**config.mk**
```make
export PLATFORM = sky130hd
export DESIGN_NAME = bro_top
export DESIGN_NICKNAME = d
export VERILOG_FILES = /design/src/bro_rate_est.v /design/src/bro_serializer.v /design/src/bro_top.v
export VERILOG_INCLUDE_DIRS = /design/src
export SDC_FILE = /design/constraint.sdc
export NUM_CORES = 1
export LEC_CHECK = 0
export BUFFER_PORTS_ARGS = -buffer_cell sky130_fd_sc_hd__buf_4
export CORE_ASPECT_RATIO = 0.9
export CORE_UTILIZATION = 60
export CTS_BUF_LIST = sky130_fd_sc_hd__clkbuf_8
export DETAILED_ROUTE_END_ITERATION = 7
export GPL_TIMING_DRIVEN = 0
export HOLD_SLACK_MARGIN = 0.05
export PLACE_DENSITY = 0.78
export SLEW_MARGIN = 15
export SYNTH_ARGS = -nofsm -noshare
export SYNTH_HDL_FRONTEND = slang
export SYNTH_HIERARCHICAL = 1
export SYNTH_SLANG_ARGS = --single-unit
```
**constraint.sdc**
```tcl
create_clock -name sys_clk_i -period 3.07 [get_ports sys_clk_i]
set_input_delay 0.1535 -clock sys_clk_i [delete_from_list [all_inputs] [get_ports sys_clk_i]]
set_output_delay 0.1535 -clock sys_clk_i [all_outputs]
set_load 0.02 [all_outputs]
```
**src/bro_map.vh**
```
// named constants shared by the biphase receiver output block
`ifndef BRO_MAP_VH
`define BRO_MAP_VH

// ----------------------------------------------------------------
// rate estimate codes, upper bit first
// ----------------------------------------------------------------
`define BRO_RATE_LL 2'h0
`define BRO_RATE_LH 2'h1
`define BRO_RATE_HL 2'h2
`define BRO_RATE_HH 2'h3

// ----------------------------------------------------------------
// reference clock and rate windows, in hertz
// ----------------------------------------------------------------
`define BRO_REF_HZ 32'h0177_0000
`define BRO_F32_LO_HZ 32'h0000_79E0
`define BRO_F32_HI_HZ 32'h0000_8020
`define BRO_F44_LO_HZ 32'h0000_A7F8
`define BRO_F44_HI_HZ 32'h0000_B090
`define BRO_F48_LO_HZ 32'h0000_B6D0
`define BRO_F48_HI_HZ 32'h0000_C030

// ----------------------------------------------------------------
// timing counts
// ----------------------------------------------------------------
`define BRO_REF_TIMEOUT 16'h0040
`define BRO_RATE_JUMP_TOL 12'h010
`define BRO_CNT_MAX 12'hFFF
`define BRO_XTI_BCK_HALF 2'h2
`define BRO_PRIME_EDGES 2'h3

// ----------------------------------------------------------------
// serial formats and slot layout
// ----------------------------------------------------------------
`define BRO_FMT_RJ16 2'h0
`define BRO_FMT_RJ24 2'h1
`define BRO_FMT_LJ24 2'h2
`define BRO_FMT_I2S24 2'h3
`define BRO_START_RJ16 5'h10
`define BRO_START_RJ24 5'h08
`define BRO_START_LJ24 5'h00
`define BRO_START_I2S24 5'h01
`define BRO_WIDTH_16 5'h10
`define BRO_WIDTH_24 5'h18
`define BRO_MSB_INDEX 5'h17
`define BRO_LAST_SLOT 6'h3F

`endif

```
**src/bro_rate_est.v**
```verilog
// sampling rate estimator measured against the reference clock
`timescale 1ns/1ns
`include "bro_map.vh"
module bro_rate_est #(
  parameter TIMEOUT = `BRO_REF_TIMEOUT
) (
  input wire sys_clk_i,
  input wire reset_i,
  input wire ce_i,
  input wire ref_edge_i,
  input wire frame_tick_i,
  input wire locked_i,
  output reg [1:0] rate_code_o,
  output reg rate_jump_o
);
  localparam integer C32_LO = (`BRO_REF_HZ + `BRO_F32_HI_HZ - 1) / `BRO_F32_HI_HZ;
  localparam integer C32_HI = `BRO_REF_HZ / `BRO_F32_LO_HZ;
  localparam integer C44_LO = (`BRO_REF_HZ + `BRO_F44_HI_HZ - 1) / `BRO_F44_HI_HZ;
  localparam integer C44_HI = `BRO_REF_HZ / `BRO_F44_LO_HZ;
  localparam integer C48_LO = (`BRO_REF_HZ + `BRO_F48_HI_HZ - 1) / `BRO_F48_HI_HZ;
  localparam integer C48_HI = `BRO_REF_HZ / `BRO_F48_LO_HZ;

  reg [11:0] cnt;
  reg [11:0] last;
  reg have_last;
  reg ref_seen;
  reg ref_alive;
  reg [15:0] idle;
  reg [1:0] class_code;
  wire [11:0] diff = (cnt > last) ? (cnt - last) : (last - cnt);

  // reference edges per frame map onto a rate window
  function [1:0] classify;
    input [11:0] c;
    begin
      if (c >= C32_LO[11:0] && c <= C32_HI[11:0])
        classify = `BRO_RATE_HH;
      else if (c >= C44_LO[11:0] && c <= C44_HI[11:0])
        classify = `BRO_RATE_LL;
      else if (c >= C48_LO[11:0] && c <= C48_HI[11:0])
        classify = `BRO_RATE_LH;
      else
        classify = `BRO_RATE_HL;
    end
  endfunction

  always @(posedge sys_clk_i or posedge reset_i) begin
    if (reset_i) begin
      cnt <= 12'h000;
      last <= 12'h000;
      have_last <= 1'b0;
      ref_seen <= 1'b0;
      ref_alive <= 1'b0;
      idle <= 16'h0000;
      class_code <= `BRO_RATE_HL;
      rate_code_o <= `BRO_RATE_LL;
      rate_jump_o <= 1'b0;
    end else if (ce_i) begin
      if (ref_edge_i) begin
        idle <= 16'h0000;
        ref_alive <= 1'b1;
        ref_seen <= 1'b1;
      end else if (idle == TIMEOUT) begin
        ref_alive <= 1'b0;
      end else begin
        idle <= idle + 16'h0001;
      end
      if (frame_tick_i) begin
        cnt <= {11'h000, ref_edge_i};
        // a stopped reference freezes the last result
        if (ref_alive) begin
          class_code <= classify(cnt);
          last <= cnt;
          have_last <= 1'b1;
          rate_jump_o <= have_last && (diff > `BRO_RATE_JUMP_TOL);
        end
      end else if (ref_edge_i && cnt != `BRO_CNT_MAX) begin
        cnt <= cnt + 12'h001;
      end
      if (!ref_seen)
        rate_code_o <= `BRO_RATE_LL;
      else if (!locked_i)
        rate_code_o <= `BRO_RATE_HL;
      else
        rate_code_o <= class_code;
    end
  end
endmodule

```
**src/bro_serializer.v**
```verilog
// serial audio shifter for the four justified formats
`timescale 1ns/1ns
`include "bro_map.vh"
module bro_serializer (
  input wire sys_clk_i,
  input wire reset_i,
  input wire ce_i,
  input wire bit_tick_i,
  input wire [1:0] fmt_i,
  input wire [23:0] left_i,
  input wire [23:0] right_i,
  output reg word_clock_o,
  output reg data_o
);
  reg [5:0] cnt;
  reg [23:0] cur_l;
  reg [23:0] cur_r;
  wire [5:0] ncnt = cnt + 6'h01;
  wire load = (cnt == `BRO_LAST_SLOT);
  wire [23:0] nl = load ? left_i : cur_l;
  wire [23:0] nr = load ? right_i : cur_r;
  wire [23:0] word = ncnt[5] ? nr : nl;
  wire [4:0] pos = ncnt[4:0];
  wire [4:0] start = slot_start(fmt_i);
  wire [4:0] off = pos - start;
  wire [4:0] width = (fmt_i == `BRO_FMT_RJ16) ? `BRO_WIDTH_16 : `BRO_WIDTH_24;
  wire [4:0] idx = `BRO_MSB_INDEX - off;
  wire in_word = (pos >= start) && (off < width);

  // first slot of the msb within each 32-bit half frame
  function [4:0] slot_start;
    input [1:0] f;
    begin
      case (f)
        `BRO_FMT_RJ16: slot_start = `BRO_START_RJ16;
        `BRO_FMT_RJ24: slot_start = `BRO_START_RJ24;
        `BRO_FMT_LJ24: slot_start = `BRO_START_LJ24;
        default: slot_start = `BRO_START_I2S24;
      endcase
    end
  endfunction

  always @(posedge sys_clk_i or posedge reset_i) begin
    if (reset_i) begin
      cnt <= `BRO_LAST_SLOT;
      cur_l <= 24'h00_0000;
      cur_r <= 24'h00_0000;
      word_clock_o <= 1'b0;
      data_o <= 1'b0;
    end else if (ce_i && bit_tick_i) begin
      cnt <= ncnt;
      cur_l <= nl;
      cur_r <= nr;
      // left half is high except in i2s, where it is low
      word_clock_o <= ncnt[5] ^ (fmt_i != `BRO_FMT_I2S24);
      data_o <= in_word & word[idx];
    end
  end
endmodule

```
**src/bro_top.v**
```verilog
// output control of the biphase audio receiver: mode, lock, error, rate, serial data
// ----------------------------------------------------------------
// How it works
// parity error on pcm repeats the previous sample
// non-pcm data passes through despite parity errors
// sudden rate change forces the unlocked state
// rate measured on reference clock; none if absent
// unlocked or out of range gives code HL
// reference never seen since reset gives code LL
// stopped reference freezes estimate, resumes on return
// 32k is HH, 44.1k is LL, 48k is LH
// select low: recovered clocks, unlocked mutes outputs
// select high: reference clocks, data and status muted
// xti mode keeps flags, rate and pulse live
// no reference means no clocks in xti mode
// auto mode: board ties select to error output
// lock change pulse on every lock transition
// mode select never makes a lock change pulse
// reset while locked gives no lock change pulse
// format select picks rj16, rj24, lj24, i2s
// samples shift out msb first, two's complement
// error is unlock or parity, cleared at a word clock edge
// lj msb first slot, i2s one later, rj ends last
// ----------------------------------------------------------------
`timescale 1ns/1ns
`include "bro_map.vh"
module bro_top #(
  parameter REF_TIMEOUT = `BRO_REF_TIMEOUT
) (
  input wire sys_clk_i,
  input wire reset_i,
  input wire ce_i,
  input wire pll_locked_i,
  input wire clock_source_select_i,
  input wire reference_clock_in_i,
  input wire recovered_bit_clock_i,
  input wire recovered_sys_clock_i,
  input wire [1:0] output_format_select_i,
  input wire sample_valid_i,
  input wire sample_right_i,
  input wire [23:0] sample_data_i,
  input wire parity_error_i,
  input wire non_pcm_i,
  input wire channel_status_i,
  input wire block_start_i,
  input wire emphasis_i,
  output reg system_clock_out_o,
  output reg bit_clock_out_o,
  output reg word_clock_out_o,
  output reg serial_data_o,
  output reg channel_status_out_o,
  output reg block_start_flag_o,
  output reg audio_type_o,
  output reg emphasis_flag_o,
  output wire [1:0] rate_estimate_code_o,
  output reg lock_change_pulse_o,
  output reg error_o
);
  // ----------------------------------------------------------------
  // pin synchronisers
  // ----------------------------------------------------------------
  reg [6:0] sync_a;
  reg [6:0] sync_b;
  wire [6:0] pins = {output_format_select_i, recovered_sys_clock_i, recovered_bit_clock_i,
                     reference_clock_in_i, clock_source_select_i, pll_locked_i};
  wire locked_pin = sync_b[0];
  wire xti_mode = sync_b[1];
  wire ref_lvl = sync_b[2];
  wire rbck_lvl = sync_b[3];
  wire rsck_lvl = sync_b[4];
  wire [1:0] fmt = sync_b[6:5];

  always @(posedge sys_clk_i or posedge reset_i) begin
    if (reset_i) begin
      sync_a <= 7'h00;
      sync_b <= 7'h00;
    end else if (ce_i) begin
      sync_a <= pins;
      sync_b <= sync_a;
    end
  end

  // ----------------------------------------------------------------
  // lock tracking and lock change pulse
  // ----------------------------------------------------------------
  reg lock_reg;
  reg [1:0] prime_cnt;
  wire rate_jump;
  wire locked_eff = locked_pin & ~rate_jump;

  // the pulse stays off until the lock synchroniser has filled and
  // lock_reg holds the pin's real level; otherwise a device that
  // comes out of reset already locked would show a false pulse
  always @(posedge sys_clk_i or posedge reset_i) begin
    if (reset_i) begin
      lock_reg <= 1'b0;
      prime_cnt <= 2'h0;
      lock_change_pulse_o <= 1'b0;
    end else if (ce_i) begin
      lock_reg <= locked_eff;
      if (prime_cnt != `BRO_PRIME_EDGES) begin
        prime_cnt <= prime_cnt + 2'h1;
        lock_change_pulse_o <= 1'b0;
      end else begin
        lock_change_pulse_o <= lock_reg ^ locked_eff;
      end
    end
  end

  // ----------------------------------------------------------------
  // clock source selection
  // ----------------------------------------------------------------
  reg ref_prev;
  reg [1:0] xdiv;
  reg xbck;
  reg bck_prev;
  wire ref_edge = ref_lvl & ~ref_prev;
  wire src_bck = xti_mode ? xbck : rbck_lvl;
  wire bit_tick = bck_prev & ~src_bck;

  // the reference bit clock only advances on reference edges, so a
  // missing reference leaves every output clock standing still in xti mode
  always @(posedge sys_clk_i or posedge reset_i) begin
    if (reset_i) begin
      ref_prev <= 1'b0;
      xdiv <= 2'h0;
      xbck <= 1'b0;
      bck_prev <= 1'b0;
      bit_clock_out_o <= 1'b0;
      system_clock_out_o <= 1'b0;
    end else if (ce_i) begin
      ref_prev <= ref_lvl;
      bck_prev <= src_bck;
      if (ref_edge) begin
        if (xdiv == `BRO_XTI_BCK_HALF - 2'h1) begin
          xdiv <= 2'h0;
          xbck <= ~xbck;
        end else begin
          xdiv <= xdiv + 2'h1;
        end
      end
      bit_clock_out_o <= src_bck;
      system_clock_out_o <= xti_mode ? ref_lvl : rsck_lvl;
    end
  end

  // ----------------------------------------------------------------
  // parity concealment
  // ----------------------------------------------------------------
  reg [23:0] hold_l;
  reg [23:0] hold_r;
  wire par_evt = sample_valid_i & parity_error_i;
  wire conceal = par_evt & ~non_pcm_i;

  // repeating the last good word is the cheapest interpolation; it
  // costs no multiplier and is inaudible for isolated errors
  always @(posedge sys_clk_i or posedge reset_i) begin
    if (reset_i) begin
      hold_l <= 24'h00_0000;
      hold_r <= 24'h00_0000;
    end else if (ce_i && sample_valid_i) begin
      if (conceal) begin
        hold_l <= hold_l;
        hold_r <= hold_r;
      end else if (sample_right_i) begin
        hold_r <= sample_data_i;
      end else begin
        hold_l <= sample_data_i;
      end
    end
  end

  // ----------------------------------------------------------------
  // serial data path and status gating
  // ----------------------------------------------------------------
  wire ser_wc;
  wire ser_d;
  wire mute = xti_mode | ~lock_reg;
  wire wc_edge = ser_wc ^ word_clock_out_o;

  bro_serializer u_ser (
    .sys_clk_i(sys_clk_i),
    .reset_i(reset_i),
    .ce_i(ce_i),
    .bit_tick_i(bit_tick),
    .fmt_i(fmt),
    .left_i(hold_l),
    .right_i(hold_r),
    .word_clock_o(ser_wc),
    .data_o(ser_d)
  );

  always @(posedge sys_clk_i or posedge reset_i) begin
    if (reset_i) begin
      word_clock_out_o <= 1'b0;
      serial_data_o <= 1'b0;
      channel_status_out_o <= 1'b0;
      block_start_flag_o <= 1'b0;
      audio_type_o <= 1'b0;
      emphasis_flag_o <= 1'b0;
      error_o <= 1'b0;
    end else if (ce_i) begin
      word_clock_out_o <= ser_wc;
      serial_data_o <= ser_d & ~mute;
      channel_status_out_o <= channel_status_i & lock_reg & ~xti_mode;
      block_start_flag_o <= block_start_i & lock_reg;
      audio_type_o <= non_pcm_i & lock_reg;
      emphasis_flag_o <= emphasis_i & lock_reg;
      // a new fault wins over the clear at a word clock edge
      error_o <= ~locked_eff | par_evt | (error_o & ~wc_edge);
    end
  end

  // ----------------------------------------------------------------
  // rate estimator
  // ----------------------------------------------------------------
  bro_rate_est #(
    .TIMEOUT(REF_TIMEOUT)
  ) u_rate (
    .sys_clk_i(sys_clk_i),
    .reset_i(reset_i),
    .ce_i(ce_i),
    .ref_edge_i(ref_edge),
    .frame_tick_i(sample_valid_i & ~sample_right_i),
    .locked_i(lock_reg),
    .rate_code_o(rate_estimate_code_o),
    .rate_jump_o(rate_jump)
  );
endmodule

```
# ---- Word level (Yosys, flattened, before mapping)
# Cells that the tools add are included.
dict set report word_totals {
  register_bits 183
  inputBits 41
  word_cells 137
}
dict set report classes {
  n_addsub 9
  n_lt_le_gt_ge 11
  n_eq_ne 9
  n_mux 23
  bitwise 32
  n_reduce_logical 20
}
# op count
set ops {}
lappend ops {{2-to-1 mux 24 bit} 3}
lappend ops {{less-or-equal comparator 12 x 10 -> 1 bit (second input constant)} 3}
lappend ops {{2-to-1 mux 12 bit} 3}
lappend ops {{2-to-1 mux 16 bit} 2}
lappend ops {{greater-or-equal comparator 12 x 10 -> 1 bit (second input constant)} 2}
lappend ops {{subtractor 12 bit} 2}
lappend ops {{adder 16 x 1 -> 16 bit (second input constant)} 1}
lappend ops {{== test 16 x 7 -> 1 bit (second input constant)} 1}
lappend ops {{one-hot mux 5 bit (3 select lines)} 1}
lappend ops {{AND 1 bit} 14}
lappend ops {{adder 12 x 1 -> 12 bit (second input constant)} 1}
lappend ops {{greater-or-equal comparator 12 x 9 -> 1 bit (second input constant)} 1}
lappend ops {{> comparator 12 bit} 1}
lappend ops {{> comparator 12 x 5 -> 1 bit (second input constant)} 1}
lappend ops {{2-to-1 mux 2 bit} 6}
lappend ops {{inequality test 12 bit (second input constant)} 1}
lappend ops {{NOT 1 bit} 12}
lappend ops {{AND reduction 3 bit} 4}
lappend ops {{AND reduction 2 bit} 5}
lappend ops {{logical AND 1 bit} 8}
lappend ops {{adder 6 x 1 -> 6 bit (second input constant)} 1}
lappend ops {{== test 6 bit (second input constant)} 1}
lappend ops {{less-than comparator 5 x 6 -> 1 bit (second input constant)} 1}
lappend ops {{2-to-1 mux 1 bit} 6}
lappend ops {{other kinds (15)} 23}

# ---- Depth between registers and ports, before layout
# Gate-level depths: netlist of the first run.
dict set report depth {
  depth_word 7
  depth_mapped 11
}

# ---- Cells and area by module
# Netlist of the first run, hierarchy kept.
# module n_inst cells_per_inst area_per_inst_um2 seq_area_each_um2
set modules_own_cells {}
lappend modules_own_cells {bro_rate_est 1 438 3634.7 1202.4}
lappend modules_own_cells {bro_serializer 1 284 3344.5 1408.9}
lappend modules_own_cells {bro_top 1 202 3085.5 1976.9}

# ---- Least setup slack after synthesis of the first run
# No wires, ideal clock.
dict set report synth_path {
  path_type {reg-to-reg}
  start {register u_ser.cnt[0]}
  end {register u_ser.data_o}
  setup_time_ps 135
  t_arrival_ps 2480
  required_time_ps 2935
  setup_slack_ps 455
  stages_incl_launch_ff 10
  cell_sequence {dfstp_2 > ha_1 > inv_1 > ha_1 > clkbuf_1 > mux4_2 > a21oi_1 > or4b_1 > o211ai_1 > o31ai_1}
}
dict set report synth_via {
  elab_chain_cells 6
  word_cells_on_any_way 13
}
# element line
set synth_lines {}
lappend synth_lines {{start, declared} bro_serializer.v:15} ;# reg [5:0] cnt;
lappend synth_lines {{start signal, assigned} bro_serializer.v:45} ;# cnt <= `BRO_LAST_SLOT;
lappend synth_lines {{start signal, assigned} bro_serializer.v:51} ;# cnt <= ncnt;
lappend synth_lines {{adder 6 x 1 -> 6 bit *} bro_serializer.v:18} ;# wire [5:0] ncnt = cnt + 6'h01;
lappend synth_lines {{named net u_ser.ncnt[1]} bro_serializer.v:18}
lappend synth_lines {{subtractor 5 bit} bro_serializer.v:25} ;# wire [4:0] off = pos - start;
lappend synth_lines {{subtractor 5 bit (no source line)} -}
lappend synth_lines {{binary-select mux 1 bit (select 5 bit)} bro_serializer.v:56} ;# data_o <= in_word & word[idx];
lappend synth_lines {{2-to-1 mux 1 bit (implied by the code)} bro_serializer.v:56}
lappend synth_lines {{AND 1 bit *} bro_serializer.v:56}
lappend synth_lines {{end signal, assigned} bro_serializer.v:56}
lappend synth_lines {{end, declared} bro_serializer.v:13} ;# output reg data_o
# The timed path passes the listed nets; every way through them passes the cells marked *. The select of a mux whose other input is x is not followed.
# A chain may end at the register's enable or synchronous reset.

# ---- Worst setup path in the final report of the first run
dict set report layout_path {
  start {register u_rate.cnt[0]}
  end {register u_rate.rate_jump_o}
}
dict set report layout_via {
  elab_chain_cells 4
  word_cells_on_any_way 6
}
# element line
set layout_lines {}
lappend layout_lines {{start, declared} bro_rate_est.v:23} ;# reg [11:0] cnt;
lappend layout_lines {{start signal, assigned} bro_rate_est.v:69} ;# cnt <= {11'h000, ref_edge_i};
lappend layout_lines {{start signal, assigned} bro_rate_est.v:78} ;# cnt <= cnt + 12'h001;
lappend layout_lines {{subtractor 12 bit or > comparator 12 bit (tied branches)} bro_rate_est.v:30} ;# wire [11:0] diff = (cnt > last) ? (cnt - last) : (last - cnt);
lappend layout_lines {{2-to-1 mux 12 bit *} bro_rate_est.v:30}
lappend layout_lines {{> comparator 12 x 5 -> 1 bit (no source line) *} -}
lappend layout_lines {{logical AND 1 bit *} bro_rate_est.v:75} ;# rate_jump_o <= have_last && (diff > `BRO_RATE_JUMP_TOL);
lappend layout_lines {{end signal, assigned} bro_rate_est.v:75}
lappend layout_lines {{end, declared} bro_rate_est.v:14} ;# output reg rate_jump_o
# Mark *: on every way between the ends. The rest lies on a longest branch, timed or not.

==> results of run 1 <==
-- stage by stage --
step / hold slack [ns] / area [um2] / power (mW) / setup WS, ns
after floorplan: 0.2942 / 10060 / 5.158 / 0.4553
after global placement: 0.3862 / 10710 / 5.774 / -0.3596
after detailed placement: 0.2570 / 10770 / 5.850 / -0.3739
after CTS: 0.06392 / 11590 / 7.647 / 0.03007
after global routing: 0.1060 / 11600 / 8.144 / 0.01075
final: 0.1119 / 11600 / 7.671 / 0.1386
-- final timing paths --
check / depth (start not counted) / start / slack [ns] / to
min: 4 / sample_right_i / 0.11 / u_rate/cnt[1]$_DFFE_PP0P_
min in group asynchronous: 3 / reset_i / 0.31 / hold_l[4]$_DFFE_PP0P_
max in group asynchronous: 4 / reset_i / 2.16 / sync_b[3]$_DFFE_PP0P_
max: 11 / u_rate/cnt[0]$_DFFE_PP0P_ / 0.14 / u_rate/rate_jump_o$_DFFE_PP0P_
min reg2reg: 1 / u_rate/have_last$_DFFE_PP0P_ / 0.48 / u_rate/have_last$_DFFE_PP0P_
max reg2reg: 11 / u_rate/cnt[0]$_DFFE_PP0P_ / 0.14 / u_rate/rate_jump_o$_DFFE_PP0P_
-- kinds of logic after synthesis --
kind of cell               after synthesis
buffers and inverters                   88
muxes                                  157
AOI/OAI and AO/OA                      156
DFF                                    183
adders and majority gates               37
xor gates and xnor gates                45
and+or+nand+nor                        258
-- worst min-delay path: stages --
cell	delay, ns
sky130_fd_sc_hd__buf_4	0.09
sky130_fd_sc_hd__nor2b_1	0.08
sky130_fd_sc_hd__inv_1	0.08
sky130_fd_sc_hd__a31o_2	0.14
-- final cells by class --
cell class              instances  area [um2]  share of cell area [%]
plain buffers                  35       219.0                   1.888
clock buffers                  17       234.0                   2.017
clock inverters                15       190.2                   1.640
inverters                      51       200.2                   1.726
multi-input cells             653        5089                   43.87
flip-flops and latches        183        4589                   39.57
well taps                     207       259.0                   2.233
repair buffers                 92       818.3                   7.055
-- metal layers --
layer  vias up  wire, um  GRT usage, %
met2       241     10040         42.61
met1      3703     10700         40.56
met4         0       247         8.063
met3        22      1286         4.306
met5         -         0             0
li1       3517         -             -
-- where the power goes --
part | internal, mW | switching [mW]
logic | 1.30 | 1.57
clock network | 0.759 | 0.955
registers | 2.76 | 0.327
-- placed cells by master (no fill, tap or decap), drive strengths merged, types with 6 or more instances in the layout --
master       Yosys  final
nor4             8      8
o21ai           49     49
clkbuf          15     33
nand4           16     16
clkinv           1      6
mux2i           29     29
dfrtp          176    176
a31oi            7      7
xnor2           23     23
a21oi           33     33
nor3            13     13
mux2           119    119
inv             50     55
buf             22     73
and2             9      9
mux4             9      9
nand2b          15     15
xor2            22     22
nor2            67     67
or3              7      7
dfstp            7      7
ha              35     35
dlygate4sd3      0     38
nand2           63     63
nand3           26     26
a211oi           9      9
and3            10     10
nor2b            9      9
-- timing repair --
item | CTS | global route
hold endpoints to repair | 166 | 0
hold buffers | 38 | 0
endpoints found under the setup margin | 41 | 42
gates resized for setup | 5 | 8
setup buffers | 0 | 0
==> impl_metrics.xml, run 1 <==
<?xml version="1.0" encoding="UTF-8"?>
<metrics>
  <group name="synth">
    <metric name="synth_top_area_cell" unit="">sky130_fd_sc_hd__dfrtp_1</metric>
    <metric name="synth_xor_area_share" unit="%">3.916</metric>
    <metric name="post_synth_inst_count" unit="">924</metric>
    <metric name="largest_family_of_logic_cells_by_synthesized_area" unit="">multiplexers</metric>
    <metric name="synth.mux.area_fraction" unit="%">18.21</metric>
    <metric name="synth.top_cells.by_area" unit="">sky130_fd_sc_hd__dfrtp_1 44%, sky130_fd_sc_hd__mux2_2 13%, sky130_fd_sc_hd__ha_1 4.4%</metric>
    <metric name="yosys_warnings" unit="">6</metric>
    <metric name="yosys-top-cells-count" unit="">176 x sky130_fd_sc_hd__dfrtp_1, 119 x sky130_fd_sc_hd__mux2_2, 66 x sky130_fd_sc_hd__nor2_1, 62 x sky130_fd_sc_hd__nand2_1, 49 x sky130_fd_sc_hd__inv_1</metric>
    <metric name="seq_area_frac_synth" unit="%">45.59</metric>
    <metric name="post-synth-top-count-cell" unit="">sky130_fd_sc_hd__dfrtp_1</metric>
    <metric name="synth-async-reset-ratio" unit="%">100.0</metric>
    <metric name="top_cell_type_s_share_of_synthesized_area" unit="%">43.76</metric>
    <metric name="number_of_flip_flops_and_latches_in_the_synthesized_netlist" unit="">183</metric>
    <metric name="synth_ff_type" unit="">sky130_fd_sc_hd__dfrtp_1</metric>
    <metric name="syn_area" unit="um2">10060</metric>
    <metric name="syn-mean-instance-area" unit="um2">10.89</metric>
    <metric name="synthSimpleGateAreaFrac" unit="%">13.13</metric>
    <metric name="synth_edf_count" unit="">0</metric>
    <metric name="syn_nets" unit="">1002</metric>
    <metric name="post_synth_num_cell_types" unit="">78</metric>
    <metric name="synth_compound_gate_area_share" unit="%">10.37</metric>
    <metric name="yosys.area_share.adder" unit="%">4.749</metric>
  </group>
  <group name="clocking">
    <metric name="cts_tree" unit="">yes</metric>
    <metric name="clockRootBuffer" unit="">sky130_fd_sc_hd__clkbuf_8</metric>
    <metric name="clock_insertion_delay_worst_skew" unit="ns">0.47</metric>
    <metric name="clk_transition_reported_paths" unit="ns">0.10</metric>
    <metric name="clk_path_buf_depth" unit="">2</metric>
    <metric name="cts_num_sinks" unit="">183</metric>
    <metric name="htreeDepth" unit="">4</metric>
    <metric name="cts_made_buffers" unit="">17</metric>
  </group>
  <group name="floorplanning">
    <metric name="row_count" unit="">44</metric>
    <metric name="height_of_the_die" unit="um">124.9</metric>
    <metric name="chipWidth" unit="um">138.5</metric>
    <metric name="die_area" unit="um2">17300</metric>
    <metric name="initial_utilization" unit="%">61.97</metric>
    <metric name="core_area" unit="um2">16240</metric>
    <metric name="ios" unit="">53</metric>
  </group>
  <group name="route">
    <metric name="routed_wirelength" unit="um">22270</metric>
    <metric name="route.antenna.remaining_nets" unit="">0</metric>
    <metric name="routed_wire_length_per_instance" unit="um">17.78</metric>
    <metric name="remaining_drc_errors" unit="">4</metric>
    <metric name="drt-vias-per-instance" unit="">5.972</metric>
    <metric name="first_iter_violations" unit="">537</metric>
    <metric name="dr_total_vias" unit="">7483</metric>
    <metric name="drt_pass_1_iters" unit="">8</metric>
  </group>
  <group name="grt">
    <metric name="grt_start_max_net_pins" unit="">57</metric>
    <metric name="antenna_found_initial" unit="">0</metric>
    <metric name="track_usage" unit="%">27.67</metric>
    <metric name="global_route.overflow_total" unit="">0</metric>
    <metric name="vias_in_the_first_global_route" unit="">7473</metric>
    <metric name="grt_pass1_wl" unit="um">37690</metric>
  </group>
  <group name="final_layout">
    <metric name="final_layout_size_suffix_gt1_share" unit="%">26.20</metric>
    <metric name="n_antenna_cell" unit="">0</metric>
    <metric name="signed_area_change_from_the_synthesized_netlist_to_the_final_layout" unit="%">15.24</metric>
    <metric name="fin_cells" unit="">1253</metric>
    <metric name="fill_count" unit="">1154</metric>
    <metric name="finish.net_count" unit="">1111</metric>
    <metric name="post-route-util" unit="%">71.42</metric>
  </group>
  <group name="setup_path">
    <metric name="path_max_fanout" unit="">6</metric>
    <metric name="cpLargestDelayFamily" unit="">compound AO/OA/AOI/OAI gates</metric>
    <metric name="worst_ep_arrival_time" unit="ns">3.29</metric>
    <metric name="criticalPathCategory" unit="">register to register</metric>
    <metric name="cp_slowest_stage_delay" unit="ns">0.46</metric>
    <metric name="crit_top_cell" unit="">sky130_fd_sc_hd__a211o_1</metric>
    <metric name="crit_path_start_kind" unit="">register</metric>
    <metric name="critical_path_buffer_and_inverter_count" unit="">1</metric>
    <metric name="timing.critical_path.cells" unit="">inv_1 &gt; ha_1 &gt; fa_1 &gt; nor2b_4 &gt; o311a_1 &gt; nand2b_4 &gt; a211o_1 &gt; and2_4 &gt; a211o_1 &gt; a31oi_1 &gt; a21oi_1</metric>
    <metric name="cp.required" unit="ns">3.42</metric>
    <metric name="worst_path_max_delay_cell" unit="">sky130_fd_sc_hd__dfrtp_2</metric>
    <metric name="setup.worst_path.end_class" unit="">register</metric>
  </group>
  <group name="sta">
    <metric name="slew-limit-headroom" unit="%">48.02</metric>
    <metric name="fin_skew" unit="ns">0.01394</metric>
    <metric name="tightestPinTransition" unit="ns">0.7741</metric>
    <metric name="final-hold-violation-count" unit="">0</metric>
    <metric name="finalSetupViolations" unit="">0</metric>
    <metric name="period_share" unit="%">95.49</metric>
    <metric name="drv_slew" unit="">0</metric>
    <metric name="unrepaired_setup_endpoints_after_global_routing" unit="">no</metric>
    <metric name="period_needed" unit="ns">2.931</metric>
    <metric name="max_freq" unit="GHz">0.3411</metric>
    <metric name="totalNegativeSetupSlack" unit="ns">0</metric>
  </group>
  <group name="place">
    <metric name="dp_hpwl" unit="um">15800</metric>
    <metric name="dp.cells" unit="">1185</metric>
    <metric name="gpl.final_weighted_congestion" unit="">0.8908</metric>
    <metric name="io_buffers" unit="">52</metric>
  </group>
  <group name="power_and_ir_drop">
    <metric name="p_leak" unit="nW">5.302</metric>
    <metric name="worst_supply_voltage_drop_on_vdd" unit="uV">421.1</metric>
    <metric name="powerDensity" unit="nW/um2">661.4</metric>
  </group>
  <group name="min_path">
    <metric name="hp-class" unit="">input pin to register</metric>
  </group>
  <group name="job">
    <metric name="drv_cap" unit="">0</metric>
  </group>
  <group name="run_status">
    <metric name="failed_checks" unit="">DRC</metric>
    <metric name="run_status" unit="">finished, violations left</metric>
  </group>
</metrics>
No activity file was read; power rests on OpenSTA's default activity.
==> inputs of run 2 (changes only) <==
--- a/config.mk
+++ b/config.mk
@@ -9,7 +9,7 @@
 export BUFFER_PORTS_ARGS = -buffer_cell sky130_fd_sc_hd__buf_4
 export CORE_ASPECT_RATIO = 0.9
 export CORE_UTILIZATION = 60
-export CTS_BUF_LIST = sky130_fd_sc_hd__clkbuf_8
+export CTS_BUF_LIST = sky130_fd_sc_hd__clkbuf_16
 export DETAILED_ROUTE_END_ITERATION = 7
 export GPL_TIMING_DRIVEN = 0
 export HOLD_SLACK_MARGIN = 0.05
==> impl_metrics.xml, run 2 (synthesis gave the netlist of run 1 again) <==
<?xml version="1.0" encoding="UTF-8"?>
<metrics>
  <group name="setup_path">
    <metric name="regToRegSetupSlack" unit="ns">0.1</metric>
    <metric name="setup.worst_path.end_class" unit="">register</metric>
    <metric name="path_max_fanout" unit="">7</metric>
    <metric name="worst_r2r_path_depth" unit="">10</metric>
    <metric name="worst_ep_arrival_time" unit="ns">3.28</metric>
    <metric name="criticalPathCategory" unit="">register to register</metric>
    <metric name="timing.rr.end" unit="">u_rate/rate_jump_o$_DFFE_PP0P_</metric>
    <metric name="crit_path_start_kind" unit="">register</metric>
    <metric name="rr_startpoint" unit="">u_rate/cnt[1]$_DFFE_PP0P_</metric>
    <metric name="cp.required" unit="ns">3.38</metric>
  </group>
  <group name="power_and_ir_drop">
    <metric name="internal_power" unit="mW">5.299</metric>
    <metric name="total_switching_power" unit="mW">2.932</metric>
    <metric name="seqPwrFrac" unit="%">37.7</metric>
    <metric name="worst_supply_voltage_drop_on_vdd" unit="uV">473.5</metric>
    <metric name="finalPower" unit="mW">8.231</metric>
    <metric name="comb_power_share" unit="%">34.9</metric>
    <metric name="netSwitchingFraction" unit="%">35.62</metric>
    <metric name="powerDensity" unit="nW/um2">698.6</metric>
    <metric name="pwr-share-clk" unit="%">27.4</metric>
    <metric name="p_leak" unit="nW">5.385</metric>
  </group>
  <group name="route">
    <metric name="drt-vias-per-instance" unit="">6.062</metric>
    <metric name="remaining_drc_errors" unit="">4</metric>
    <metric name="first_iter_violations" unit="">568</metric>
    <metric name="dr_total_vias" unit="">7589</metric>
    <metric name="routed_wire_length_per_instance" unit="um">18.33</metric>
    <metric name="route.antenna.remaining_nets" unit="">0</metric>
    <metric name="drt_pass_1_iters" unit="">8</metric>
    <metric name="routed_wirelength" unit="um">22940</metric>
  </group>
  <group name="sta">
    <metric name="finalSetupViolations" unit="">0</metric>
    <metric name="unrepaired_setup_endpoints_after_global_routing" unit="">no</metric>
    <metric name="period_needed" unit="ns">2.974</metric>
    <metric name="postLayoutSetupSlackWorst" unit="ns">0.09564</metric>
    <metric name="slew-limit-headroom" unit="%">46.54</metric>
    <metric name="drv_slew" unit="">0</metric>
    <metric name="final.hold.worst_slack" unit="ns">0.09999</metric>
    <metric name="fin_skew" unit="ns">0.008147</metric>
    <metric name="tightestPinTransition" unit="ns">0.7962</metric>
    <metric name="period_share" unit="%">96.88</metric>
    <metric name="max_freq" unit="GHz">0.3362</metric>
    <metric name="final-hold-violation-count" unit="">0</metric>
  </group>
  <group name="grt">
    <metric name="track_usage" unit="%">28.22</metric>
    <metric name="grt_start_max_net_pins" unit="">57</metric>
    <metric name="global_route.overflow_total" unit="">0</metric>
    <metric name="vias_in_the_first_global_route" unit="">7584</metric>
    <metric name="grt_pass1_wl" unit="um">38350</metric>
    <metric name="antenna_found_initial" unit="">0</metric>
  </group>
  <group name="job">
    <metric name="drv_cap" unit="">0</metric>
  </group>
  <group name="min_path">
    <metric name="sink_of_the_worst_hold_path" unit="">error_o$_DFFE_PP0P_</metric>
    <metric name="hp-class" unit="">input pin to register</metric>
    <metric name="hold_start" unit="">parity_error_i</metric>
    <metric name="hold_path_depth" unit="">4</metric>
  </group>
  <group name="place">
    <metric name="dpl-instance-area" unit="um2">10770</metric>
    <metric name="dp_hpwl" unit="um">15800</metric>
    <metric name="io_buffers" unit="">52</metric>
    <metric name="gpl.final_weighted_congestion" unit="">0.8908</metric>
    <metric name="post-place-ws" unit="ns">-0.3739</metric>
    <metric name="dp.cells" unit="">1185</metric>
  </group>
  <group name="clocking">
    <metric name="clockRootBuffer" unit="">sky130_fd_sc_hd__clkbuf_16</metric>
    <metric name="clk_path_buf_depth" unit="">2</metric>
    <metric name="clock_insertion_delay_worst_skew" unit="ns">0.43</metric>
    <metric name="post_cts.repair.setup_buffers" unit="">0</metric>
    <metric name="cts_num_sinks" unit="">183</metric>
    <metric name="clk_transition_reported_paths" unit="ns">0.07</metric>
    <metric name="cts_made_buffers" unit="">17</metric>
    <metric name="htreeDepth" unit="">4</metric>
    <metric name="cts_tree" unit="">yes</metric>
  </group>
  <group name="floorplanning">
    <metric name="initial_utilization" unit="%">61.97</metric>
    <metric name="core_area" unit="um2">16240</metric>
    <metric name="ios" unit="">53</metric>
    <metric name="row_count" unit="">44</metric>
    <metric name="chipWidth" unit="um">138.5</metric>
    <metric name="die_area" unit="um2">17300</metric>
    <metric name="height_of_the_die" unit="um">124.9</metric>
  </group>
  <group name="final_layout">
    <metric name="signed_area_change_from_the_synthesized_netlist_to_the_final_layout" unit="%">17.07</metric>
    <metric name="finish.net_count" unit="">1110</metric>
    <metric name="layout_common_cells" unit="">175 x sky130_fd_sc_hd__dfrtp_1, 119 x sky130_fd_sc_hd__mux2_2, 66 x sky130_fd_sc_hd__nor2_1, 62 x sky130_fd_sc_hd__nand2_1, 55 x sky130_fd_sc_hd__buf_4</metric>
    <metric name="fin_cells" unit="">1252</metric>
    <metric name="design_area" unit="um2">11780</metric>
    <metric name="final_layout_size_suffix_gt1_share" unit="%">26.22</metric>
    <metric name="final_common_cell" unit="">sky130_fd_sc_hd__dfrtp_1</metric>
    <metric name="n_antenna_cell" unit="">0</metric>
  </group>
  <group name="run_status">
    <metric name="failed_checks" unit="">DRC</metric>
    <metric name="run_status" unit="">finished, violations left</metric>
  </group>
</metrics>
==> run 2: repair_timing <==
| action | in CTS | in global routing |
|---|---|---|
| endpoints found under the setup margin | 41 | 42 |
| endpoints found under the hold margin | 165 | 0 |
| hold buffers | 37 | 0 |
| resized for setup | 6 | 8 |
==> run 2: layout make-up <==
class                   count  area [um2]
flip-flops and latches    183        4589
well taps                 207       259.0
inverters                  51       200.2
plain buffers              35       221.5
fillers                  1124        4458
clock inverters            15       190.2
clock buffers              17       425.4
repair buffers             91       808.3
multi-input cells         653        5089
==> run 2: critical path, stage by stage, from the launching register on <==
cell                       delay, ns
sky130_fd_sc_hd__dfrtp_1        0.51
sky130_fd_sc_hd__inv_1          0.24
sky130_fd_sc_hd__fa_1           0.53
sky130_fd_sc_hd__nor2b_4        0.13
sky130_fd_sc_hd__o311a_1        0.18
sky130_fd_sc_hd__nand2b_4       0.14
sky130_fd_sc_hd__a211o_1        0.24
sky130_fd_sc_hd__and2_4         0.21
sky130_fd_sc_hd__mux2_2         0.33
sky130_fd_sc_hd__a31oi_1        0.22
sky130_fd_sc_hd__a21oi_1        0.11
==> run 2: power groups by stage <==
| stage | Combinational (mW) | Sequential [mW] | Clock (mW) |
|---|---|---|---|
| 3_3_place_gp | 2.67 | 3.10 | 0 |
| 6_report | 2.88 | 3.10 | 2.26 |
| 3_5_place_dp | 2.74 | 3.11 | 0 |
| 5_1_grt | 3.16 | 3.15 | 2.39 |
| 4_1_cts | 2.83 | 3.08 | 2.29 |
| 2_1_floorplan | 2.12 | 3.04 | 0 |
==> run 2: worst max path at each step <==
stage	startpoint	endpoint	slack, ns	cells after the start
detailed placement	u_ser/cnt[0]$_DFFE_PP1P_	u_ser/data_o$_DFFE_PP0P_	-0.37	9
CTS	u_ser/cnt[0]$_DFFE_PP1P_	u_ser/cur_l[1]$_DFFE_PP0P_	0.03	8
finish	u_rate/cnt[1]$_DFFE_PP0P_	u_rate/rate_jump_o$_DFFE_PP0P_	0.1	10
floorplan	u_ser/cnt[0]$_DFFE_PP1P_	u_ser/data_o$_DFFE_PP0P_	0.46	9
global route	u_rate/cnt[1]$_DFFE_PP0P_	u_rate/rate_jump_o$_DFFE_PP0P_	0.02	10
global placement	u_ser/cnt[0]$_DFFE_PP1P_	u_ser/data_o$_DFFE_PP0P_	-0.36	9
==> run 2: stage by stage <==
step           util (%)  TNS [ns]
2_1_floorplan         -         0
3_3_place_gp      65.97    -22.67
3_5_place_dp      66.29    -9.077
4_1_cts           72.47         0
5_1_grt           72.55         0
6_report          72.55         0
==> run 2: metal layers <==
| metal | global-route usage [%] | share of wire [%] |
|---|---|---|
| met2 | 43.62 | 46 |
| met3 | 4.960 | 5.5 |
| met5 | 0 | 0 |
| met4 | 7.270 | 1.0 |
| met1 | 41.25 | 47 |
==> inputs of run 3 (changes only) <==
==> constraint.sdc (replaced) <==
create_clock -name sys_clk_i -period 3.2 [get_ports sys_clk_i]
set_input_delay 0.16 -clock sys_clk_i [delete_from_list [all_inputs] [get_ports sys_clk_i]]
set_output_delay 0.16 -clock sys_clk_i [all_outputs]
set_load 0.02 [all_outputs]
==> impl_metrics.xml, run 3 (synthesis gave the netlist of run 1 again) <==
<?xml version="1.0" encoding="UTF-8"?>
<metrics>
  <group name="final_layout">
    <metric name="n_antenna_cell" unit="">0</metric>
    <metric name="final_common_cell" unit="">sky130_fd_sc_hd__dfrtp_1</metric>
    <metric name="final_layout_size_suffix_gt1_share" unit="%">25.88</metric>
    <metric name="signed_area_change_from_the_synthesized_netlist_to_the_final_layout" unit="%">16.96</metric>
    <metric name="finish.net_count" unit="">1112</metric>
    <metric name="layout_common_cells" unit="">176 x sky130_fd_sc_hd__dfrtp_1, 119 x sky130_fd_sc_hd__mux2_2, 66 x sky130_fd_sc_hd__nor2_1, 62 x sky130_fd_sc_hd__nand2_1, 54 x sky130_fd_sc_hd__buf_4</metric>
    <metric name="multi_input_area" unit="um2">5081</metric>
    <metric name="ff_latch_area" unit="um2">4588</metric>
    <metric name="fill_count" unit="">1125</metric>
    <metric name="design_area" unit="um2">11770</metric>
  </group>
  <group name="min_path">
    <metric name="hp-class" unit="">input pin to register</metric>
  </group>
  <group name="setup_path">
    <metric name="worst_ep_arrival_time" unit="ns">3.34</metric>
    <metric name="cp.required" unit="ns">3.51</metric>
    <metric name="crit_path_start_kind" unit="">register</metric>
    <metric name="setup.worst_path.end_class" unit="">register</metric>
    <metric name="path_max_fanout" unit="">10</metric>
    <metric name="criticalPathCategory" unit="">register to register</metric>
  </group>
  <group name="power_and_ir_drop">
    <metric name="powerDensity" unit="nW/um2">670.1</metric>
    <metric name="internal_power" unit="mW">5.077</metric>
    <metric name="total_switching_power" unit="mW">2.811</metric>
    <metric name="comb_power_share" unit="%">35.0</metric>
    <metric name="pwr-share-clk" unit="%">27.5</metric>
    <metric name="worst_supply_voltage_drop_on_vdd" unit="uV">451.5</metric>
    <metric name="seqPwrFrac" unit="%">37.5</metric>
    <metric name="netSwitchingFraction" unit="%">35.64</metric>
    <metric name="p_leak" unit="nW">5.385</metric>
  </group>
  <group name="place">
    <metric name="dpl-instance-area" unit="um2">10770</metric>
    <metric name="io_buffers" unit="">52</metric>
    <metric name="post-place-ws" unit="ns">-0.2439</metric>
    <metric name="dp_hpwl" unit="um">15800</metric>
    <metric name="gpl.final_weighted_congestion" unit="">0.8908</metric>
  </group>
  <group name="route">
    <metric name="remaining_drc_errors" unit="">4</metric>
    <metric name="drt_pass_1_iters" unit="">7</metric>
    <metric name="routed_wirelength" unit="um">22960</metric>
    <metric name="route.antenna.remaining_nets" unit="">0</metric>
    <metric name="routed_wire_length_per_instance" unit="um">18.31</metric>
    <metric name="drt-vias-per-instance" unit="">6.050</metric>
    <metric name="dr_total_vias" unit="">7587</metric>
    <metric name="first_iter_violations" unit="">633</metric>
  </group>
  <group name="run_status">
    <metric name="run_status" unit="">finished, violations left</metric>
    <metric name="failed_checks" unit="">DRC</metric>
  </group>
  <group name="clocking">
    <metric name="htreeDepth" unit="">4</metric>
    <metric name="clk_transition_reported_paths" unit="ns">0.07</metric>
    <metric name="post_cts.repair.setup_buffers" unit="">0</metric>
    <metric name="cts_num_sinks" unit="">183</metric>
    <metric name="cts_made_buffers" unit="">17</metric>
    <metric name="clk_path_buf_depth" unit="">2</metric>
    <metric name="clockRootBuffer" unit="">sky130_fd_sc_hd__clkbuf_16</metric>
    <metric name="clock_insertion_delay_worst_skew" unit="ns">0.43</metric>
    <metric name="cts_tree" unit="">yes</metric>
  </group>
  <group name="sta">
    <metric name="totalNegativeSetupSlack" unit="ns">0</metric>
    <metric name="slew-limit-headroom" unit="%">45.94</metric>
    <metric name="final-hold-violation-count" unit="">0</metric>
    <metric name="max_freq" unit="GHz">0.3302</metric>
    <metric name="period_share" unit="%">94.65</metric>
    <metric name="drv_slew" unit="">0</metric>
    <metric name="postLayoutSetupSlackWorst" unit="ns">0.1711</metric>
    <metric name="unrepaired_setup_endpoints_after_global_routing" unit="">no</metric>
    <metric name="fin_skew" unit="ns">0.007300</metric>
    <metric name="final.hold.worst_slack" unit="ns">0.1091</metric>
    <metric name="period_needed" unit="ns">3.029</metric>
    <metric name="tightestPinTransition" unit="ns">0.8051</metric>
    <metric name="finalSetupViolations" unit="">0</metric>
  </group>
  <group name="grt">
    <metric name="grt_pass1_wl" unit="um">38450</metric>
    <metric name="vias_in_the_first_global_route" unit="">7585</metric>
    <metric name="global_route.overflow_total" unit="">0</metric>
    <metric name="track_usage" unit="%">28.31</metric>
    <metric name="antenna_found_initial" unit="">0</metric>
    <metric name="grt_start_max_net_pins" unit="">57</metric>
  </group>
  <group name="floorplanning">
    <metric name="core_area" unit="um2">16240</metric>
    <metric name="chipWidth" unit="um">138.5</metric>
    <metric name="initial_utilization" unit="%">61.97</metric>
    <metric name="height_of_the_die" unit="um">124.9</metric>
    <metric name="die_area" unit="um2">17300</metric>
    <metric name="row_count" unit="">44</metric>
    <metric name="ios" unit="">53</metric>
  </group>
  <group name="job">
    <metric name="drv_cap" unit="">0</metric>
  </group>
</metrics>
run 3: final cells by class:
class                           instances  area share (%)
Inverter                               51           1.669
Buffer                                 37           1.892
Sequential cell                       183           38.98
Timing Repair Buffer                   91           6.866
Multi-Input combinational cell        653           43.17
Clock inverter                         15           1.616
Clock buffer                           17           3.614
Tap cell                              207           2.200
run 3: per-stage QoR:
stage,cells,utilization (%),total power [mW]
after detailed placement,1185,66.29,5.612
after global routing,1254,72.48,8.335
after CTS,1254,72.41,7.850
after global placement,1183,65.97,5.540
final,1254,72.48,7.888
after floorplan,924,-,4.948
run 3: repair_timing:
item / 4_1_cts / 5_1_grt
gates cloned: 0 / 0
hold endpoints to repair: 165 / 0
hold buffers: 37 / 0
gates resized for setup: 3 / 5
setup endpoints to repair: 41 / 32
run 3: final timing paths:
kind	from	end	slack (ns)	cells after the start
max in group asynchronous	reset_i	u_ser/cur_l[14]$_DFFE_PP0P_	2.26	3
worst max register to register	u_ser/cnt[0]$_DFFE_PP1P_	u_ser/cur_l[10]$_DFFE_PP0P_	0.17	7
worst min-delay path	parity_error_i	error_o$_DFFE_PP0P_	0.11	4
worst max-delay path	u_ser/cnt[0]$_DFFE_PP1P_	u_ser/cur_l[10]$_DFFE_PP0P_	0.17	7
min in group asynchronous	reset_i	hold_l[8]$_DFFE_PP0P_	0.36	3
worst min register to register	u_rate/have_last$_DFFE_PP0P_	u_rate/have_last$_DFFE_PP0P_	0.47	1
run 3: per-layer routing:
layer / vias up / track usage (%) / routed length, um
li1: 3513 / - / -
met1: 3791 / 41.40 / 10870
met2: 264 / 43.89 / 10500
met3: 19 / 4.767 / 1359
met4: 0 / 7.270 / 228
met5: - / 0 / 0
run 3: critical path, stage by stage (launching register included):
cell and delay, ns:
sky130_fd_sc_hd__dfstp_2 0.59, sky130_fd_sc_hd__ha_1 0.21, sky130_fd_sc_hd__and3_1 0.27, sky130_fd_sc_hd__nand3_2 0.29, sky130_fd_sc_hd__buf_2 0.34, sky130_fd_sc_hd__nor2_1 0.20
sky130_fd_sc_hd__buf_1 0.58, sky130_fd_sc_hd__mux2_2 0.42
run 3: power groups by stage:
stage | combinational [mW] | sequential [mW] | clock, mW
after CTS | 2.70 | 2.95 | 2.20
after floorplan | 2.03 | 2.92 | 0
final | 2.76 | 2.96 | 2.17
after detailed placement | 2.63 | 2.99 | 0
after global placement | 2.57 | 2.97 | 0
after global routing | 3.03 | 3.01 | 2.30
